===== config.mk =====
export PLATFORM = sky130hd
export DESIGN_NAME = alert_limit_thresholds
export DESIGN_NICKNAME = d
export VERILOG_FILES = /design/src/alert_limit_pkg.sv /design/src/threshold_flag.sv /design/src/alert_limit_thresholds.sv
export SDC_FILE = /design/constraint.sdc
export NUM_CORES = 1
export LEC_CHECK = 0
export ABC_AREA = 1
export BUFFER_PORTS_ARGS = -buffer_cell sky130_fd_sc_hd__buf_2
export CAP_MARGIN = 20
export CORE_MARGIN = 2
export CORE_UTILIZATION = 50
export DETAILED_ROUTE_END_ITERATION = 16
export MAX_ROUTING_LAYER = met4
export PLACE_DENSITY = 0.77
export REMOVE_ABC_BUFFERS = 1
export SYNTH_ARGS = -nofsm -noshare
export SYNTH_HDL_FRONTEND = slang
export SYNTH_SLANG_ARGS = --single-unit

===== constraint.sdc =====
create_clock -name clk_i -period 2.9 [get_ports clk_i]
set_clock_uncertainty 0.2 [all_clocks]
set_input_delay 0.435 -clock clk_i [delete_from_list [all_inputs] [get_ports clk_i]]
set_output_delay 0.435 -clock clk_i [all_outputs]
set_load 0.01 [all_outputs]

===== src/alert_limit_pkg.sv =====
// alert threshold constants: register indexes, reset values, field positions
// assumes a 32-bit avalon-mm slave with byte addresses, one word per register
//
// Summary of operation
// - bus high threshold is a 15-bit field in bits 14..0 resetting to all ones.
// - both bus thresholds are unsigned 3.125 mV codes compared with the bus result.
// - bus low threshold is a 15-bit field in bits 14..0 resetting to zero.
// - bit 15 of both bus threshold registers always reads zero.
// - temperature limit is a 12-bit signed field in bits 15..4 resetting to 7FFh.
// - an over-temperature is flagged when the die temperature result exceeds the limit.
// - bits 3..0 of the temperature limit register always read zero.
// - power limit is a 16-bit unsigned field resetting to FFFFh, compared with power.
// - the power limit is weighted 256 power result steps, 61.44 mW per step.
// - the maker identification register is a fixed read-only value; writes do nothing.
// - crossings set diagnostic flags in bits 7, 4, 3 and 2.
// - transparent mode follows the fault; latched mode holds flags until diag is read.
package alert_limit_pkg;
  // ------------------------------------------------------------
  // register indexes (byte address is four times the index)
  // ------------------------------------------------------------
  localparam logic [5:0] IDX_BUS_HIGH = 6'h0E;
  localparam logic [5:0] IDX_BUS_LOW = 6'h0F;
  localparam logic [5:0] IDX_TEMP_HIGH = 6'h10;
  localparam logic [5:0] IDX_POWER_HIGH = 6'h11;
  localparam logic [5:0] IDX_MAKER_ID = 6'h3E;
  localparam logic [5:0] IDX_DIAG = 6'h0B;
  localparam logic [5:0] IDX_ALERT_CFG = 6'h20;
  localparam logic [5:0] IDX_IRQ_STATUS = 6'h21;
  localparam logic [5:0] IDX_IRQ_CLEAR = 6'h22;
  localparam logic [5:0] IDX_IRQ_ENABLE = 6'h23;

  // ------------------------------------------------------------
  // reset values
  // ------------------------------------------------------------
  localparam logic [14:0] BUS_HIGH_RST = 15'h7FFF;
  localparam logic [14:0] BUS_LOW_RST = 15'h0000;
  localparam logic [11:0] TEMP_HIGH_RST = 12'h7FF;
  localparam logic [15:0] POWER_HIGH_RST = 16'hFFFF;
  // arbitrary neutral identification value
  localparam logic [15:0] MAKER_CODE = 16'h4E41;

  // ------------------------------------------------------------
  // field positions and channels
  // ------------------------------------------------------------
  localparam int TEMP_LSB = 4;
  localparam int POWER_SHIFT = 8;
  localparam int LATCH_BIT = 15;
  localparam int CH_N = 4;
  localparam int CH_TEMP = 0;
  localparam int CH_BUS_HIGH = 1;
  localparam int CH_BUS_LOW = 2;
  localparam int CH_POWER = 3;
  localparam int FLAG_TEMP_BIT = 7;
  localparam int FLAG_BUS_HIGH_BIT = 4;
  localparam int FLAG_BUS_LOW_BIT = 3;
  localparam int FLAG_POWER_BIT = 2;
  localparam logic [7:0] FLAG_MASK = 8'h9C;
endpackage


===== src/threshold_flag.sv =====
// one alarm flag: set on a crossing, cleared by fault removal or a read
// assumes update_i is a one-cycle pulse per new measurement result
`timescale 1ns/1ps
`default_nettype none
module threshold_flag (
  input wire logic clk_i,
  input wire logic rst_i,
  input wire logic update_i,
  input wire logic crossed_i,
  input wire logic latched_i,
  input wire logic read_clear_i,
  output var logic flag_o,
  output logic set_o
);
  assign set_o = update_i && crossed_i;

  // ------------------------------------------------------------
  // flag state
  // ------------------------------------------------------------
  always_ff @(posedge clk_i or posedge rst_i) begin
    if (rst_i) begin
      flag_o <= 1'b0;
    end else if (set_o) begin
      flag_o <= 1'b1;
    end else if (!latched_i && update_i) begin
      flag_o <= 1'b0;
    end else if (latched_i && read_clear_i) begin
      flag_o <= 1'b0;
    end
  end
endmodule
`default_nettype wire


===== src/alert_limit_thresholds.sv =====
// alarm threshold register bank with comparators, flags and interrupt
// assumes avalon-mm byte addresses and one-cycle result valid pulses
//
// Decided for this implementation: register access over Avalon-MM.
`timescale 1ns/1ps
`default_nettype none
module alert_limit_thresholds (
  input wire logic clk_i,
  input wire logic rst_i,
  input wire logic [7:0] avs_address_i,
  input wire logic avs_read_i,
  input wire logic avs_write_i,
  input wire logic [31:0] avs_writedata_i,
  input wire logic [3:0] avs_byteenable_i,
  output var logic [31:0] avs_readdata_o,
  output var logic avs_waitrequest_o,
  input wire logic [15:0] bus_voltage_result_i,
  input wire logic bus_result_valid_i,
  input wire logic [15:0] die_temperature_result_i,
  input wire logic temp_result_valid_i,
  input wire logic [23:0] power_result_i,
  input wire logic power_result_valid_i,
  output var logic alert_o,
  output var logic irq_o
);

  // ------------------------------------------------------------
  // register state
  // ------------------------------------------------------------
  logic [14:0] bus_high_threshold_r;
  logic [14:0] bus_low_threshold_r;
  logic [11:0] temperature_high_threshold_r;
  logic [15:0] power_high_threshold_r;
  logic alert_latch_select_r;
  logic [7:0] irq_enable_r;
  logic [7:0] irq_status_r;
  logic [7:0] irq_status_nxt;

  // ------------------------------------------------------------
  // bus decode
  // ------------------------------------------------------------
  logic [5:0] idx;
  logic req;
  logic acc;
  logic wr;
  logic rd;
  logic lo_en;
  logic hi_en;

  assign idx = avs_address_i[7:2];
  assign req = avs_read_i || avs_write_i;
  // a request completes on the edge where waitrequest is seen low
  assign acc = req && !avs_waitrequest_o;
  assign wr = avs_write_i && acc;
  assign rd = avs_read_i && acc;
  assign lo_en = avs_byteenable_i[0];
  assign hi_en = avs_byteenable_i[1];

  // one wait state per access
  always_ff @(posedge clk_i or posedge rst_i) begin
    if (rst_i) begin
      avs_waitrequest_o <= 1'b1;
    end else if (req && avs_waitrequest_o) begin
      avs_waitrequest_o <= 1'b0;
    end else begin
      avs_waitrequest_o <= 1'b1;
    end
  end

  // ------------------------------------------------------------
  // channel comparisons
  // ------------------------------------------------------------
  localparam int CH_N_W = alert_limit_pkg::CH_N;
  logic [CH_N_W-1:0] upd;
  logic [CH_N_W-1:0] crossed;
  logic [CH_N_W-1:0] flag;
  logic [CH_N_W-1:0] set_ev;
  logic diag_read;

  always_comb begin
    upd = '0;
    crossed = '0;
    upd[alert_limit_pkg::CH_TEMP] = temp_result_valid_i;
    upd[alert_limit_pkg::CH_BUS_HIGH] = bus_result_valid_i;
    upd[alert_limit_pkg::CH_BUS_LOW] = bus_result_valid_i;
    upd[alert_limit_pkg::CH_POWER] = power_result_valid_i;
    // signed compare against the limit placed in bits 15..4
    crossed[alert_limit_pkg::CH_TEMP] = $signed(die_temperature_result_i) >
      $signed({temperature_high_threshold_r, 4'h0});
    // unsigned 3.125 mV codes on both sides
    crossed[alert_limit_pkg::CH_BUS_HIGH] =
      bus_voltage_result_i > {1'b0, bus_high_threshold_r};
    crossed[alert_limit_pkg::CH_BUS_LOW] =
      bus_voltage_result_i < {1'b0, bus_low_threshold_r};
    // limit step is 256 power result steps
    crossed[alert_limit_pkg::CH_POWER] =
      power_result_i > {power_high_threshold_r, 8'h00};
  end

  assign diag_read = rd && (idx == alert_limit_pkg::IDX_DIAG);

  genvar g;
  generate
    for (g = 0; g < CH_N_W; g = g + 1) begin : gen_ch
      threshold_flag u_flag (
        .clk_i(clk_i),
        .rst_i(rst_i),
        .update_i(upd[g]),
        .crossed_i(crossed[g]),
        .latched_i(alert_latch_select_r),
        .read_clear_i(diag_read),
        .flag_o(flag[g]),
        .set_o(set_ev[g])
      );
    end
  endgenerate

  // ------------------------------------------------------------
  // diagnostic and event layout
  // ------------------------------------------------------------
  logic [7:0] diag_bits;
  logic [7:0] event_bits;

  always_comb begin
    diag_bits = 8'h00;
    event_bits = 8'h00;
    diag_bits[alert_limit_pkg::FLAG_TEMP_BIT] = flag[alert_limit_pkg::CH_TEMP];
    diag_bits[alert_limit_pkg::FLAG_BUS_HIGH_BIT] = flag[alert_limit_pkg::CH_BUS_HIGH];
    diag_bits[alert_limit_pkg::FLAG_BUS_LOW_BIT] = flag[alert_limit_pkg::CH_BUS_LOW];
    diag_bits[alert_limit_pkg::FLAG_POWER_BIT] = flag[alert_limit_pkg::CH_POWER];
    event_bits[alert_limit_pkg::FLAG_TEMP_BIT] = set_ev[alert_limit_pkg::CH_TEMP];
    event_bits[alert_limit_pkg::FLAG_BUS_HIGH_BIT] = set_ev[alert_limit_pkg::CH_BUS_HIGH];
    event_bits[alert_limit_pkg::FLAG_BUS_LOW_BIT] = set_ev[alert_limit_pkg::CH_BUS_LOW];
    event_bits[alert_limit_pkg::FLAG_POWER_BIT] = set_ev[alert_limit_pkg::CH_POWER];
  end

  // ------------------------------------------------------------
  // threshold writes
  // ------------------------------------------------------------
  always_ff @(posedge clk_i or posedge rst_i) begin
    if (rst_i) begin
      bus_high_threshold_r <= alert_limit_pkg::BUS_HIGH_RST;
    end else if (wr && idx == alert_limit_pkg::IDX_BUS_HIGH) begin
      if (lo_en) begin
        bus_high_threshold_r[7:0] <= avs_writedata_i[7:0];
      end
      if (hi_en) begin
        bus_high_threshold_r[14:8] <= avs_writedata_i[14:8];
      end
    end
  end

  always_ff @(posedge clk_i or posedge rst_i) begin
    if (rst_i) begin
      bus_low_threshold_r <= alert_limit_pkg::BUS_LOW_RST;
    end else if (wr && idx == alert_limit_pkg::IDX_BUS_LOW) begin
      if (lo_en) begin
        bus_low_threshold_r[7:0] <= avs_writedata_i[7:0];
      end
      if (hi_en) begin
        bus_low_threshold_r[14:8] <= avs_writedata_i[14:8];
      end
    end
  end

  always_ff @(posedge clk_i or posedge rst_i) begin
    if (rst_i) begin
      temperature_high_threshold_r <= alert_limit_pkg::TEMP_HIGH_RST;
    end else if (wr && idx == alert_limit_pkg::IDX_TEMP_HIGH) begin
      if (lo_en) begin
        temperature_high_threshold_r[3:0] <= avs_writedata_i[7:4];
      end
      if (hi_en) begin
        temperature_high_threshold_r[11:4] <= avs_writedata_i[15:8];
      end
    end
  end

  always_ff @(posedge clk_i or posedge rst_i) begin
    if (rst_i) begin
      power_high_threshold_r <= alert_limit_pkg::POWER_HIGH_RST;
    end else if (wr && idx == alert_limit_pkg::IDX_POWER_HIGH) begin
      if (lo_en) begin
        power_high_threshold_r[7:0] <= avs_writedata_i[7:0];
      end
      if (hi_en) begin
        power_high_threshold_r[15:8] <= avs_writedata_i[15:8];
      end
    end
  end

  // ------------------------------------------------------------
  // alert mode and interrupt control
  // ------------------------------------------------------------
  always_ff @(posedge clk_i or posedge rst_i) begin
    if (rst_i) begin
      alert_latch_select_r <= 1'b0;
    end else if (wr && hi_en && idx == alert_limit_pkg::IDX_ALERT_CFG) begin
      alert_latch_select_r <= avs_writedata_i[alert_limit_pkg::LATCH_BIT];
    end
  end

  always_ff @(posedge clk_i or posedge rst_i) begin
    if (rst_i) begin
      irq_enable_r <= 8'h00;
    end else if (wr && lo_en && idx == alert_limit_pkg::IDX_IRQ_ENABLE) begin
      irq_enable_r <= avs_writedata_i[7:0] & alert_limit_pkg::FLAG_MASK;
    end
  end

  // new events win over a clear in the same cycle
  always_comb begin
    irq_status_nxt = irq_status_r;
    if (wr && lo_en && idx == alert_limit_pkg::IDX_IRQ_CLEAR) begin
      irq_status_nxt = irq_status_nxt & ~avs_writedata_i[7:0];
    end
    irq_status_nxt = irq_status_nxt | event_bits;
  end

  always_ff @(posedge clk_i or posedge rst_i) begin
    if (rst_i) begin
      irq_status_r <= 8'h00;
    end else begin
      irq_status_r <= irq_status_nxt;
    end
  end

  always_ff @(posedge clk_i or posedge rst_i) begin
    if (rst_i) begin
      irq_o <= 1'b0;
    end else begin
      irq_o <= |(irq_status_r & irq_enable_r);
    end
  end

  always_ff @(posedge clk_i or posedge rst_i) begin
    if (rst_i) begin
      alert_o <= 1'b0;
    end else begin
      alert_o <= |flag;
    end
  end

  // ------------------------------------------------------------
  // read data, captured on the wait cycle
  // ------------------------------------------------------------
  logic [15:0] rd_word;

  always_comb begin
    if (idx == alert_limit_pkg::IDX_BUS_HIGH) begin
      rd_word = {1'b0, bus_high_threshold_r};
    end else if (idx == alert_limit_pkg::IDX_BUS_LOW) begin
      rd_word = {1'b0, bus_low_threshold_r};
    end else if (idx == alert_limit_pkg::IDX_TEMP_HIGH) begin
      rd_word = {temperature_high_threshold_r, 4'h0};
    end else if (idx == alert_limit_pkg::IDX_POWER_HIGH) begin
      rd_word = power_high_threshold_r;
    end else if (idx == alert_limit_pkg::IDX_MAKER_ID) begin
      rd_word = alert_limit_pkg::MAKER_CODE;
    end else if (idx == alert_limit_pkg::IDX_DIAG) begin
      rd_word = {8'h00, diag_bits};
    end else if (idx == alert_limit_pkg::IDX_ALERT_CFG) begin
      rd_word = {alert_latch_select_r, 15'h0000};
    end else if (idx == alert_limit_pkg::IDX_IRQ_STATUS) begin
      rd_word = {8'h00, irq_status_r};
    end else if (idx == alert_limit_pkg::IDX_IRQ_ENABLE) begin
      rd_word = {8'h00, irq_enable_r};
    end else begin
      rd_word = 16'h0000;
    end
  end

  always_ff @(posedge clk_i or posedge rst_i) begin
    if (rst_i) begin
      avs_readdata_o <= 32'h00000000;
    end else if (avs_read_i && avs_waitrequest_o) begin
      avs_readdata_o <= {16'h0000, rd_word};
    end
  end
endmodule
`default_nettype wire


# == After elaboration in Yosys (flattened, before gate mapping) ==
# Index checks and enable logic that the tools add are counted.
# totals
reg_bits,94
inputBits,107
wordCells,96
# classes
order_cmp,4
eq_ne,10
mux,19
n_bitwise,4
n_reduce_logical,40
# op_table
operator,n
$mux 16,7
$eq 6x6->1 const B,5
$gt 24x24->1,1
$mux 8,3
$logic_and 1x1->1,23
$eq 6x4->1 const B,3
$and 8x8->8,2
$gt 16x15->1,1
$gt 16x16->1,1
$lt 16x15->1,1
$reduce_and 2->1,8
$eq 6x5->1 const B,2
$reduce_bool 3->1,4
$mux 1,9
$not 8->8,1
$or 8x8->8,1
$reduce_or 8->1,1
$reduce_or 4->1,1
$logic_not 1->1,2
$logic_or 1x1->1,1

# == Longest topological paths before layout ==
# Gate-level depths: netlist of run 1.
# logic_depth
word_depth,10
ltp_mapped,13
depth_no_buf,13

# == By module ==
# A second synthesis of run 1 with hierarchy kept.
# hier_totals
hier_cells,792
hier_area_um2,6248.5
# modules_own_cells
mod,n_inst,cells_each,area_per_inst_um2,seq_area_each_um2
alert_limit_thresholds,1,756,6023.3,2306.0
threshold_flag,4,9,56.3,25.0

# == Worst setup path after synthesis of run 1 ==
# OpenSTA, ideal clock, no wires.
# synth_path
path_kind,flip-flop to flip-flop
startpoint,reg power_high_threshold_r[15]
endpoint,reg irq_status_r[2]
arrival_ps,1410
t_required_ps,2579
setup_slack_ps,1169
path_stages_with_launch,9
cell_sequence,dfstp_2 inv_1 ha_1 nand2_1 nor3_1 nand4_1 and2_1 nand2_1 nand2_1
# synth_via
elab_chain_len,3
# synth_rtl
item,line_no,text
"start, declared",alert_limit_thresholds.sv:33,logic [15:0] power_high_threshold_r;
"start signal, assigned",alert_limit_thresholds.sv:181,power_high_threshold_r <= alert_limit_pkg::POWER_HIGH_RST;
"start signal, assigned",alert_limit_thresholds.sv:187,power_high_threshold_r[15:8] <= avs_writedata_i[15:8];
$gt 24x24->1,alert_limit_thresholds.sv:97,"power_result_i > {power_high_threshold_r, 8'h00};"
$logic_and 1x1->1,threshold_flag.sv:15,assign set_o = update_i && crossed_i;
$or 8x8->8,alert_limit_thresholds.sv:217,irq_status_nxt = irq_status_nxt | event_bits;
via irq_status_nxt[2],alert_limit_thresholds.sv:37,logic [7:0] irq_status_nxt;
"end signal, assigned",alert_limit_thresholds.sv:224,irq_status_r <= irq_status_nxt;
"end, declared",alert_limit_thresholds.sv:36,logic [7:0] irq_status_r;
# The timed path passes the listed nets, and every way through them passes these cells.
# A chain may end at the register's enable or synchronous reset.

# == Final worst setup path of run 1 ==
# layout_path
startpoint,reg temperature_high_threshold_r[7]
endpoint,reg irq_status_r[7]
# layout_via
elab_chain_len,3
# layout_rtl
item,line_no,text
"start, declared",alert_limit_thresholds.sv:32,logic [11:0] temperature_high_threshold_r;
"start signal, assigned",alert_limit_thresholds.sv:168,temperature_high_threshold_r <= alert_limit_pkg::TEMP_HIGH_RST;
"start signal, assigned",alert_limit_thresholds.sv:174,temperature_high_threshold_r[11:4] <= avs_writedata_i[15:8];
$gt 16x16->1,alert_limit_thresholds.sv:88,crossed[alert_limit_pkg::CH_TEMP] = $signed(die_temperature_result_i) >
$logic_and 1x1->1,threshold_flag.sv:15,
$or 8x8->8,alert_limit_thresholds.sv:217,
via irq_status_nxt[7],alert_limit_thresholds.sv:37,
# The timed path passes the listed nets, and every way through them passes these cells.

==> impl_metrics.sql, run 1 <==
INSERT INTO impl_metrics (metric_group, metric, value, unit) VALUES
('outcome', 'outcome', 'finished, violations left', ''),
('outcome', 'violations', 'hold timing', ''),
('cts', 'post_cts.repair.setup_buffers', '0', ''),
('synthesis', 'postSynth.asyncResetShare', '100', '%'),
('synthesis', 'synth_simple_gate_area_share', '21.5', '%'),
('synthesis', 'synth_area_per_cell', '8.00', 'um2'),
('timing', 'report.final.setup_viol', '0', ''),
('synthesis', 'netlist-cell-type-count', '36', ''),
('placed_design', 'io_buffers', '105', ''),
('grt', 'overflow', '0', ''),
('layout', 'final_layout_size_suffix_gt1_share', '25.9', '%'),
('timing', 'report.final.hold_viol_count', '14', ''),
('critical_path', 'timing.critical_path.slowest_cell_delay', '0.53', 'ns'),
('critical_path', 'kind_of_critical_path', 'reg -> reg', ''),
('cts', 'number_of_hold_buffers_added_after_cts', '0', ''),
('critical_path', 'terminus_of_the_critical_flop_to_flop_path', 'irq_status_r[7]', ''),
('critical_path', 'regToRegStartpoint', 'temperature_high_threshold_r[7]', ''),
('critical_path', 'cp_max_fo', '2', ''),
('pwr', 'post-layout-total-power', '0.00324', 'W'),
('cts', 'ctsResizeCount', '0', ''),
('timing', 'timing.hold.ws', '-0.0243', 'ns'),
('cts', 'worst_setup_hold_path_clk_slew', '0.06', 'ns'),
('detailed_routing', 'drcViolationCount', '0', ''),
('timing', 'timing_max_transition_violations_final', '0', ''),
('grt', 'grt_pass1_vias', '5014', ''),
('detailed_routing', 'detail_route.wl_per_cell', '14.6', 'um'),
('cts', 'cts_max_path_buffers', '2', ''),
('synthesis', 'synthesis.area', '6140', 'um2'),
('synthesis', 'synth.area.mux_share', '0', '%'),
('synthesis', 'yosys.area.top_type', 'dfrtp_1', ''),
('synthesis', 'compound_gate_portion_of_the_synthesized_area', '15.9', '%'),
('synthesis', 'post_synth_xor_area_fraction', '0', '%'),
('synthesis', 'syn-instance-count', '768', ''),
('layout', 'area_growth_syn_to_layout', '14.6', '%'),
('critical_path', 'worst_ep_arrival_time', '2.07', 'ns'),
('floorplanning', 'number_of_placed_i_o_pins', '142', ''),
('critical_path', 'timing.critical_path.to', 'irq_status_r[7]', ''),
('pwr', 'power_density', '460', 'nW/um2'),
('floorplanning', 'core', '12000', 'um2'),
('cts', 'cts-buffers-inserted', '9', ''),
('cts', 'cts_tree', 'built', ''),
('synthesis', 'combinational_family_with_the_most_area_after_synthesis', 'simple AND/OR/NAND/NOR gates', ''),
('critical_path', 'critPathCaptureType', 'flop', ''),
('timing', 'unrepaired_setup_endpoints_after_global_routing', 'false', ''),
('placed_design', 'dp_slack', '0.802', 'ns'),
('job', 'cap_viol_max_count', '0', ''),
('detailed_routing', 'num_vias', '5322', ''),
('synthesis', 'yosys_register_bits', '94', ''),
('critical_path', 'worst_r2r_path_depth', '12', ''),
('layout', 'fin_nets', '1037', ''),
('pwr', 'irDropWorstVdd', '0.316', 'mV'),
('detailed_routing', 'viasPerCell', '5.18', ''),
('floorplanning', 'area_of_the_die', '13200', 'um2'),
('synthesis', 'synth-main-ff-cell', 'dfrtp_1', ''),
('grt', 'grt_first_pass_wirelength', '24.6', 'mm'),
('floorplanning', 'row_count', '40', ''),
('synthesis', 'ys_top_cells_by_count', 'nand2_1, inv_1, o21ai_0, ha_1, dfrtp_1', ''),
('placed_design', 'gpl.final_weighted_congestion', '0.912', ''),
('cts', 'htree_num_levels', '3', ''),
('detailed_routing', 'drt-pass1-iter-count', '5', ''),
('critical_path', 'element_type_at_the_critical_path_start', 'flop', ''),
('critical_path', 'path_cells', 'inv_1 > ha_1 > nand2_1 > inv_1 > nand2_1 > nor2_1 > nand2_1 > nand3_1 > nand2_1 > nand2_1 > nand3_1 > nand2_1', ''),
('timing', 'worst_max_slew_pin_slew', '0.535', 'ns'),
('floorplanning', 'die_w', '115', 'um'),
('floorplanning', 'initial_core_util', '51.2', '%'),
('timing', 'max_freq', '504', 'MHz'),
('synthesis', 'synth_top_cell_area_share', '20.8', '%'),
('timing', 'max_slew_margin', '64.3', '%'),
('hold_path', 'hold_class', 'in -> async', ''),
('critical_path', 'crit_slowest_cell', 'dfstp_2', ''),
('critical_path', 'path_common_cell', 'nand2_1', '');
==> placed cells by master, fill, tap and decap left out, types with 7 or more instances in the layout <==
cell	instances
conb_1	16
ha_1	57
nand2_1	198
o21ai_1	7
clkbuf_16	9
buf_2	105
nand4_1	14
o21ai_2	38
dfrtp_1	51
a21oi_1	40
nor3_1	11
nand3_1	21
dfstp_2	43
o21ai_0	69
inv_1	118
nand2_4	7
nor2_1	33
==> stage by stage <==
step	area (um2)	setup TNS [ns]	std cells	hold slack [ns]	utilization [%]
after floorplan	5960	-5.74	754	0.236	-
after global placement	6710	0	1009	0.261	55.8
after detailed placement	6710	0	1009	0.271	55.8
after CTS	7040	0	1025	0.0195	58.6
after global routing	7040	0	1028	0.0486	58.6
final	7040	0	1028	-0.0243	58.6
==> layout make-up <==
| class | count | area [um2] |
|---|---|---|
| Timing Repair Buffer | 108 | 561 |
| Clock inverter | 3 | 67.6 |
| Tap cell | 147 | 184 |
| Inverter | 125 | 485 |
| Antenna cell | 3 | 7.51 |
| Multi-Input combinational cell | 535 | 3070 |
| Clock buffer | 13 | 260 |
| Fill cell | 1095 | 4970 |
| Sequential cell | 94 | 2410 |
==> worst min path at each step <==
stage / startpoint / to / cells past startpoint
2_1_floorplan: gen_ch[2].u_flag.flag_o / alert_o / 2
3_3_place_gp: avs_readdata_o[0] / avs_readdata_o[0] / 2
3_5_place_dp: power_high_threshold_r[14] / power_high_threshold_r[14] / 2
4_1_cts: rst_i / avs_readdata_o[13] / 3
5_1_grt: rst_i / avs_readdata_o[7] / 3
6_report: rst_i / avs_readdata_o[13] / 3
==> worst max-delay path, delay by kind of cell, from the launching register on <==
kind                       cells  cell delay [ns]
adders and majority gates      1             0.29
buffers and inverters          2             0.13
DFF                            1             0.53
and+or+nand+nor                9             0.77
==> per-layer routing <==
metal / global-route usage, % / wire (um)
met4: 9.96 / 394
met1: 34.3 / 6910
met2: 37.0 / 6740
met3: 3.58 / 955
met5: - / 0
==> logic make-up (layout without fill, tap and decap cells) <==
logic type | Yosys count | after routing
AND/OR/NAND/NOR | 299 | 299
AO/OA/AOI/OAI | 163 | 163
buffers and inverters | 154 | 249
flip-flops | 94 | 94
adder cells (fa/ha/maj) | 57 | 57
other | 1 | 19
==> power by group <==
part           leakage (nW)  switching, W  internal [W]  total (W)
Sequential             1.10     0.0000446       0.00140    0.00145
Combinational          2.24      0.000315      0.000194   0.000509
Clock                 0.156      0.000482      0.000803    0.00129
==> state kept, by name, summed over array words and instances (netlist names) <==
name	flops
alert_latch_select_r	1
alert_o	1
avs_readdata_o	16
avs_waitrequest_o	1
bus_high_threshold_r	15
bus_low_threshold_r	15
gen_ch.u_flag.flag_o	4
irq_enable_r	4
irq_o	1
irq_status_r	8
power_high_threshold_r	16
temperature_high_threshold_r	12
No activity file was read; power rests on OpenSTA's default activity.
==> run 2: changes to the inputs <==
--- a/config.mk
+++ b/config.mk
@@ -5,14 +5,14 @@
 export SDC_FILE = /design/constraint.sdc
 export NUM_CORES = 1
 export LEC_CHECK = 0
-export ABC_AREA = 1
+export ABC_AREA = 0
 export BUFFER_PORTS_ARGS = -buffer_cell sky130_fd_sc_hd__buf_2
 export CAP_MARGIN = 20
 export CORE_MARGIN = 2
-export CORE_UTILIZATION = 50
+export CORE_UTILIZATION = 54
 export DETAILED_ROUTE_END_ITERATION = 16
 export MAX_ROUTING_LAYER = met4
-export PLACE_DENSITY = 0.77
+export PLACE_DENSITY = 0.79
 export REMOVE_ABC_BUFFERS = 1
 export SYNTH_ARGS = -nofsm -noshare
 export SYNTH_HDL_FRONTEND = slang
==> constraint.sdc (replaced) <==
create_clock -name clk_i -period 2 [get_ports clk_i]
set_clock_uncertainty 0.2 [all_clocks]
set_input_delay 0.3 -clock clk_i [delete_from_list [all_inputs] [get_ports clk_i]]
set_output_delay 0.3 -clock clk_i [all_outputs]
set_load 0.01 [all_outputs]
==> run 2 against run 1 <==
Register-to-register slack got worse by 1.3 ns. Final cell count is 11% lower. Sequential share of layout area is 2.3 points lower. Largest cell class unchanged. Via count up 0.60%. Non-clock buffer count up 86. Routed wire length is 20% higher. Flip-flop and latch count is the same. Cell area grew 7.1%. Utilization grew 12 points. The flow finishes with violations (setup timing). Synthesized cell count decreased by 24%.
==> impl_metrics.sql, run 2 <==
INSERT INTO impl_metrics (metric_group, metric, value, unit) VALUES
('critical_path', 'cp-startpoint', 'bus_high_threshold_r[11]', ''),
('outcome', 'violations', 'setup timing', ''),
('pwr', 'post-layout-total-power', '0.00445', 'W'),
('synthesis', 'netlist-cell-type-count', '61', ''),
('floorplanning', 'number_of_placed_i_o_pins', '142', ''),
('pwr', 'power_density', '590', 'nW/um2'),
('detailed_routing', 'drcViolationCount', '0', ''),
('critical_path', 'path_cells', 'inv_2 > ha_4 > nand4_1 > or4b_4 > o31ai_2 > a31oi_1 > a31o_2', ''),
('layout', 'fin_nets', '931', ''),
('critical_path', 'terminus_of_the_critical_flop_to_flop_path', 'gen_ch[1].u_flag.flag_o', ''),
('timing', 'max_freq', '415', 'MHz'),
('timing', 'total_neg_setup_slack', '-1.21', 'ns'),
('cts', 'worst_setup_hold_path_clk_slew', '0.09', 'ns'),
('timing', 'report.final.setup_viol', '6', ''),
('floorplanning', 'core', '10700', 'um2'),
('critical_path', 'kind_of_critical_path', 'reg -> reg', ''),
('critical_path', 'crit_slowest_cell', 'dfstp_2', ''),
('pwr', 'irDropWorstVdd', '0.475', 'mV'),
('cts', 'clock_sinks', '94', ''),
('layout', 'final_layout_size_suffix_gt1_share', '43.8', '%'),
('outcome', 'outcome', 'finished, violations left', ''),
('detailed_routing', 'drt_iter0_drc', '349', ''),
('detailed_routing', 'top_signal_layer_used', 'met4', ''),
('critical_path', 'worstPathRequired', '2.06', 'ns'),
('timing', 'post-route-min-period', '2.41', 'ns'),
('placed_design', 'dp.final_hpwl', '13.7', 'mm'),
('detailed_routing', 'dr_wl_met2', '8.97', 'mm'),
('detailed_routing', 'detail_route.wl_per_cell', '19.7', 'um'),
('layout', 'area_growth_syn_to_layout', '28.9', '%'),
('layout', 'fillers', '810', ''),
('critical_path', 'critPathTopFamily', 'simple AND/OR/NAND/NOR gates', ''),
('layout', 'n_antenna_cell', '0', ''),
('grt', 'grt_first_pass_wirelength', '27.5', 'mm'),
('grt', 'grt_pass1_vias', '5436', ''),
('critical_path', 'cp_max_fo', '3', ''),
('layout', 'reg.largest.list', 'avs_readdata_o: 16 flops, power_high_threshold_r: 16 flops', ''),
('timing', 'timing_max_transition_violations_final', '0', ''),
('synthesis', 'postSynth.asyncResetShare', '100', '%'),
('hold_path', 'worst_hold_startpoint', 'avs_writedata_i[8]', ''),
('cts', 'clock_latency_on_the_worst_skew_pair', '0.37', 'ns'),
('job', 'cap_viol_max_count', '0', ''),
('synthesis', 'synth_edf_count', '0', ''),
('layout', 'final_cells', '912', ''),
('detailed_routing', 'wirelength', '18.0', 'mm'),
('floorplanning', 'die_height', '108', 'um'),
('placed_design', 'place_inst', '884', ''),
('timing', 'period_share', '120', '%'),
('detailed_routing', 'met3RoutedLength', '1.29', 'mm'),
('synthesis', 'yosys_warnings', '0', ''),
('hold_path', 'timing.hold.worst_endpoint', 'power_high_threshold_r[8]', ''),
('cts', 'cts-buffers-inserted', '9', ''),
('critical_path', 'regToRegStartpoint', 'bus_high_threshold_r[11]', ''),
('synthesis', 'ys_top_cells_by_count', 'inv_1, nand2_1, ha_1, dfrtp_1, mux2_2', ''),
('critical_path', 'worst_ep_arrival_time', '2.47', 'ns'),
('detailed_routing', 'num_vias', '5354', ''),
('cts', 'clock_tree.root_cell', 'clkbuf_8', ''),
('floorplanning', 'area_of_the_die', '11700', 'um2'),
('cts', 'htree_num_levels', '3', ''),
('detailed_routing', 'viasPerCell', '5.87', ''),
('hold_path', 'hold_depth', '3', ''),
('critical_path', 'worst-path-buf-inv', '1', ''),
('synthesis', 'syn-instance-count', '582', ''),
('layout', 'final_cell_mix', 'buf_2, buf_4, nand2_1', ''),
('grt', 'largest_net_degree_at_the_start_of_global_routing', '56', ''),
('synthesis', 'synth_top_cell_area_share', '21.8', '%'),
('grt', 'grt_antenna_before_repair', '0', ''),
('placed_design', 'gpl.final_weighted_congestion', '1.01', ''),
('critical_path', 'setup.reg_to_reg.worst_slack', '-0.41', 'ns'),
('cts', 'cts_tree', 'built', ''),
('synthesis', 'synthesis.area', '5850', 'um2'),
('synthesis', 'yosys.area.top_type', 'dfrtp_1', ''),
('floorplanning', 'die_w', '108', 'um'),
('critical_path', 'critPathCaptureType', 'flop', ''),
('timing', 'unrepaired_setup_endpoints_after_global_routing', 'true', ''),
('floorplanning', 'initial_core_util', '54.7', '%'),
('hold_path', 'hold_class', 'in -> reg', ''),
('layout', 'mostFrequentLayoutCell', 'buf_2', ''),
('timing', 'report.final.hold_viol_count', '0', ''),
('synthesis', 'synth.yosys.seq_area_share', '41.1', '%'),
('detailed_routing', 'drt-pass1-iter-count', '5', ''),
('critical_path', 'worst_r2r_path_depth', '7', ''),
('detailed_routing', 'm1WireLength', '7.08', 'mm'),
('detailed_routing', 'number_of_nets_with_antenna_violations_after_routing', '0', ''),
('critical_path', 'element_type_at_the_critical_path_start', 'flop', ''),
('synthesis', 'synth-main-ff-cell', 'dfrtp_1', ''),
('timing', 'finalWorstSetupSlack', '-0.408', 'ns'),
('floorplanning', 'row_count', '38', ''),
('grt', 'overflow', '0', ''),
('grt', 'grt.total_usage', '32.1', '%'),
('placed_design', 'io_buffers', '105', ''),
('synthesis', 'post_synth_main_area_contributors', 'dfrtp_1, dfstp_2, ha_1', ''),
('critical_path', 'timing.critical_path.slowest_cell_delay', '0.56', 'ns'),
('pwr', 'p_leak', '3.59', 'nW'),
('synthesis', 'post-synth-top-count-cell', 'inv_1', ''),
('cts', 'cts_max_path_buffers', '2', ''),
('synthesis', 'synth_area_per_cell', '10.1', 'um2'),
('synthesis', 'yosys_register_bits', '94', '');
-- run 2: cell count changes after synthesis, sizes merged, moves of 6 or more --
| cell | change |
|---|---|
| nand2 | -147 |
| a211oi | +6 |
| nor3 | -8 |
| o21ai | -80 |
| inv | -63 |
| a22oi | +19 |
| mux2 | +45 |
| nand2b | +9 |
| a21oi | -16 |
| a21o | +10 |
| nand3 | -17 |
| a31oi | +8 |
| nor2 | -18 |
-- run 2: tightest hold or removal path, cell delays in order --
cell and delay (ns):
buf_2 0.14, nand2_1 0.06, o21ai_0 0.07
-- run 2: repair_timing --
action                     in CTS  in global routing
setup buffers                   0                  4
resized for setup              18                 26
hold endpoints to repair       62                  0
hold buffers                    8                  0
pin swaps                      10                  7
setup endpoints to repair       8                 12
-- run 2: kinds of logic (layout without fill, tap and decap cells) --
| logic type | count (synthesis) | in the layout | share of synthesized area (%) |
|---|---|---|---|
| muxes | 45 | 45 | 8.66 |
| buffers and inverters | 96 | 271 | 7.66 |
| and+or+nand+nor | 143 | 143 | 13.6 |
| other | 1 | 16 | 0.0641 |
| adders and majority gates | 57 | 57 | 12.2 |
| DFF | 94 | 94 | 41.1 |
| AOI/OAI and AO/OA | 146 | 146 | 16.7 |
-- run 2: final cells by class --
cell class,count,area [um2],area share (%)
multi-input cells,407,3290,43.6
flip-flops and latches,94,2410,31.9
repair buffers,194,1250,16.6
well taps,140,175,2.32
inverters,61,230,3.05
clock inverters,6,61.3,0.813
clock buffers,10,128,1.69
-- run 2: worst max path at each step --
stage / to / slack, ns / cells past startpoint
global route: gen_ch[1].u_flag.flag_o / -0.48 / 7
CTS: gen_ch[1].u_flag.flag_o / -0.34 / 7
floorplan: alert_latch_select_r / -0.88 / 1
finish: gen_ch[1].u_flag.flag_o / -0.41 / 7
detailed placement: gen_ch[3].u_flag.flag_o / -0.47 / 7
global placement: gen_ch[3].u_flag.flag_o / -0.40 / 7
-- run 2: routing by layer --
layer	global-route usage, %	vias to the layer above
met5	-	-
met4	11.4	0
met3	5.00	61
met1	38.2	2589
li1	-	2442
met2	55.3	262
-- run 2: power breakdown --
| part | internal [W] | switching (W) | total [W] |
|---|---|---|---|
| sequential | 0.00208 | 0.000108 | 0.00219 |
| clock | 0.000577 | 0.000676 | 0.00125 |
| combinational | 0.000470 | 0.000544 | 0.00101 |
-- run 2: stage by stage --
step	utilization [%]	hold slack, ns	area, um2	setup slack [ns]
after detailed placement	65.5	0.00204	7010	-0.471
after global placement	65.5	-0.00368	7010	-0.398
after global routing	70.5	0.00319	7540	-0.477
after floorplan	-	0.163	5690	-0.878
final	70.5	0.00227	7540	-0.408
after CTS	68.9	0.000748	7380	-0.335
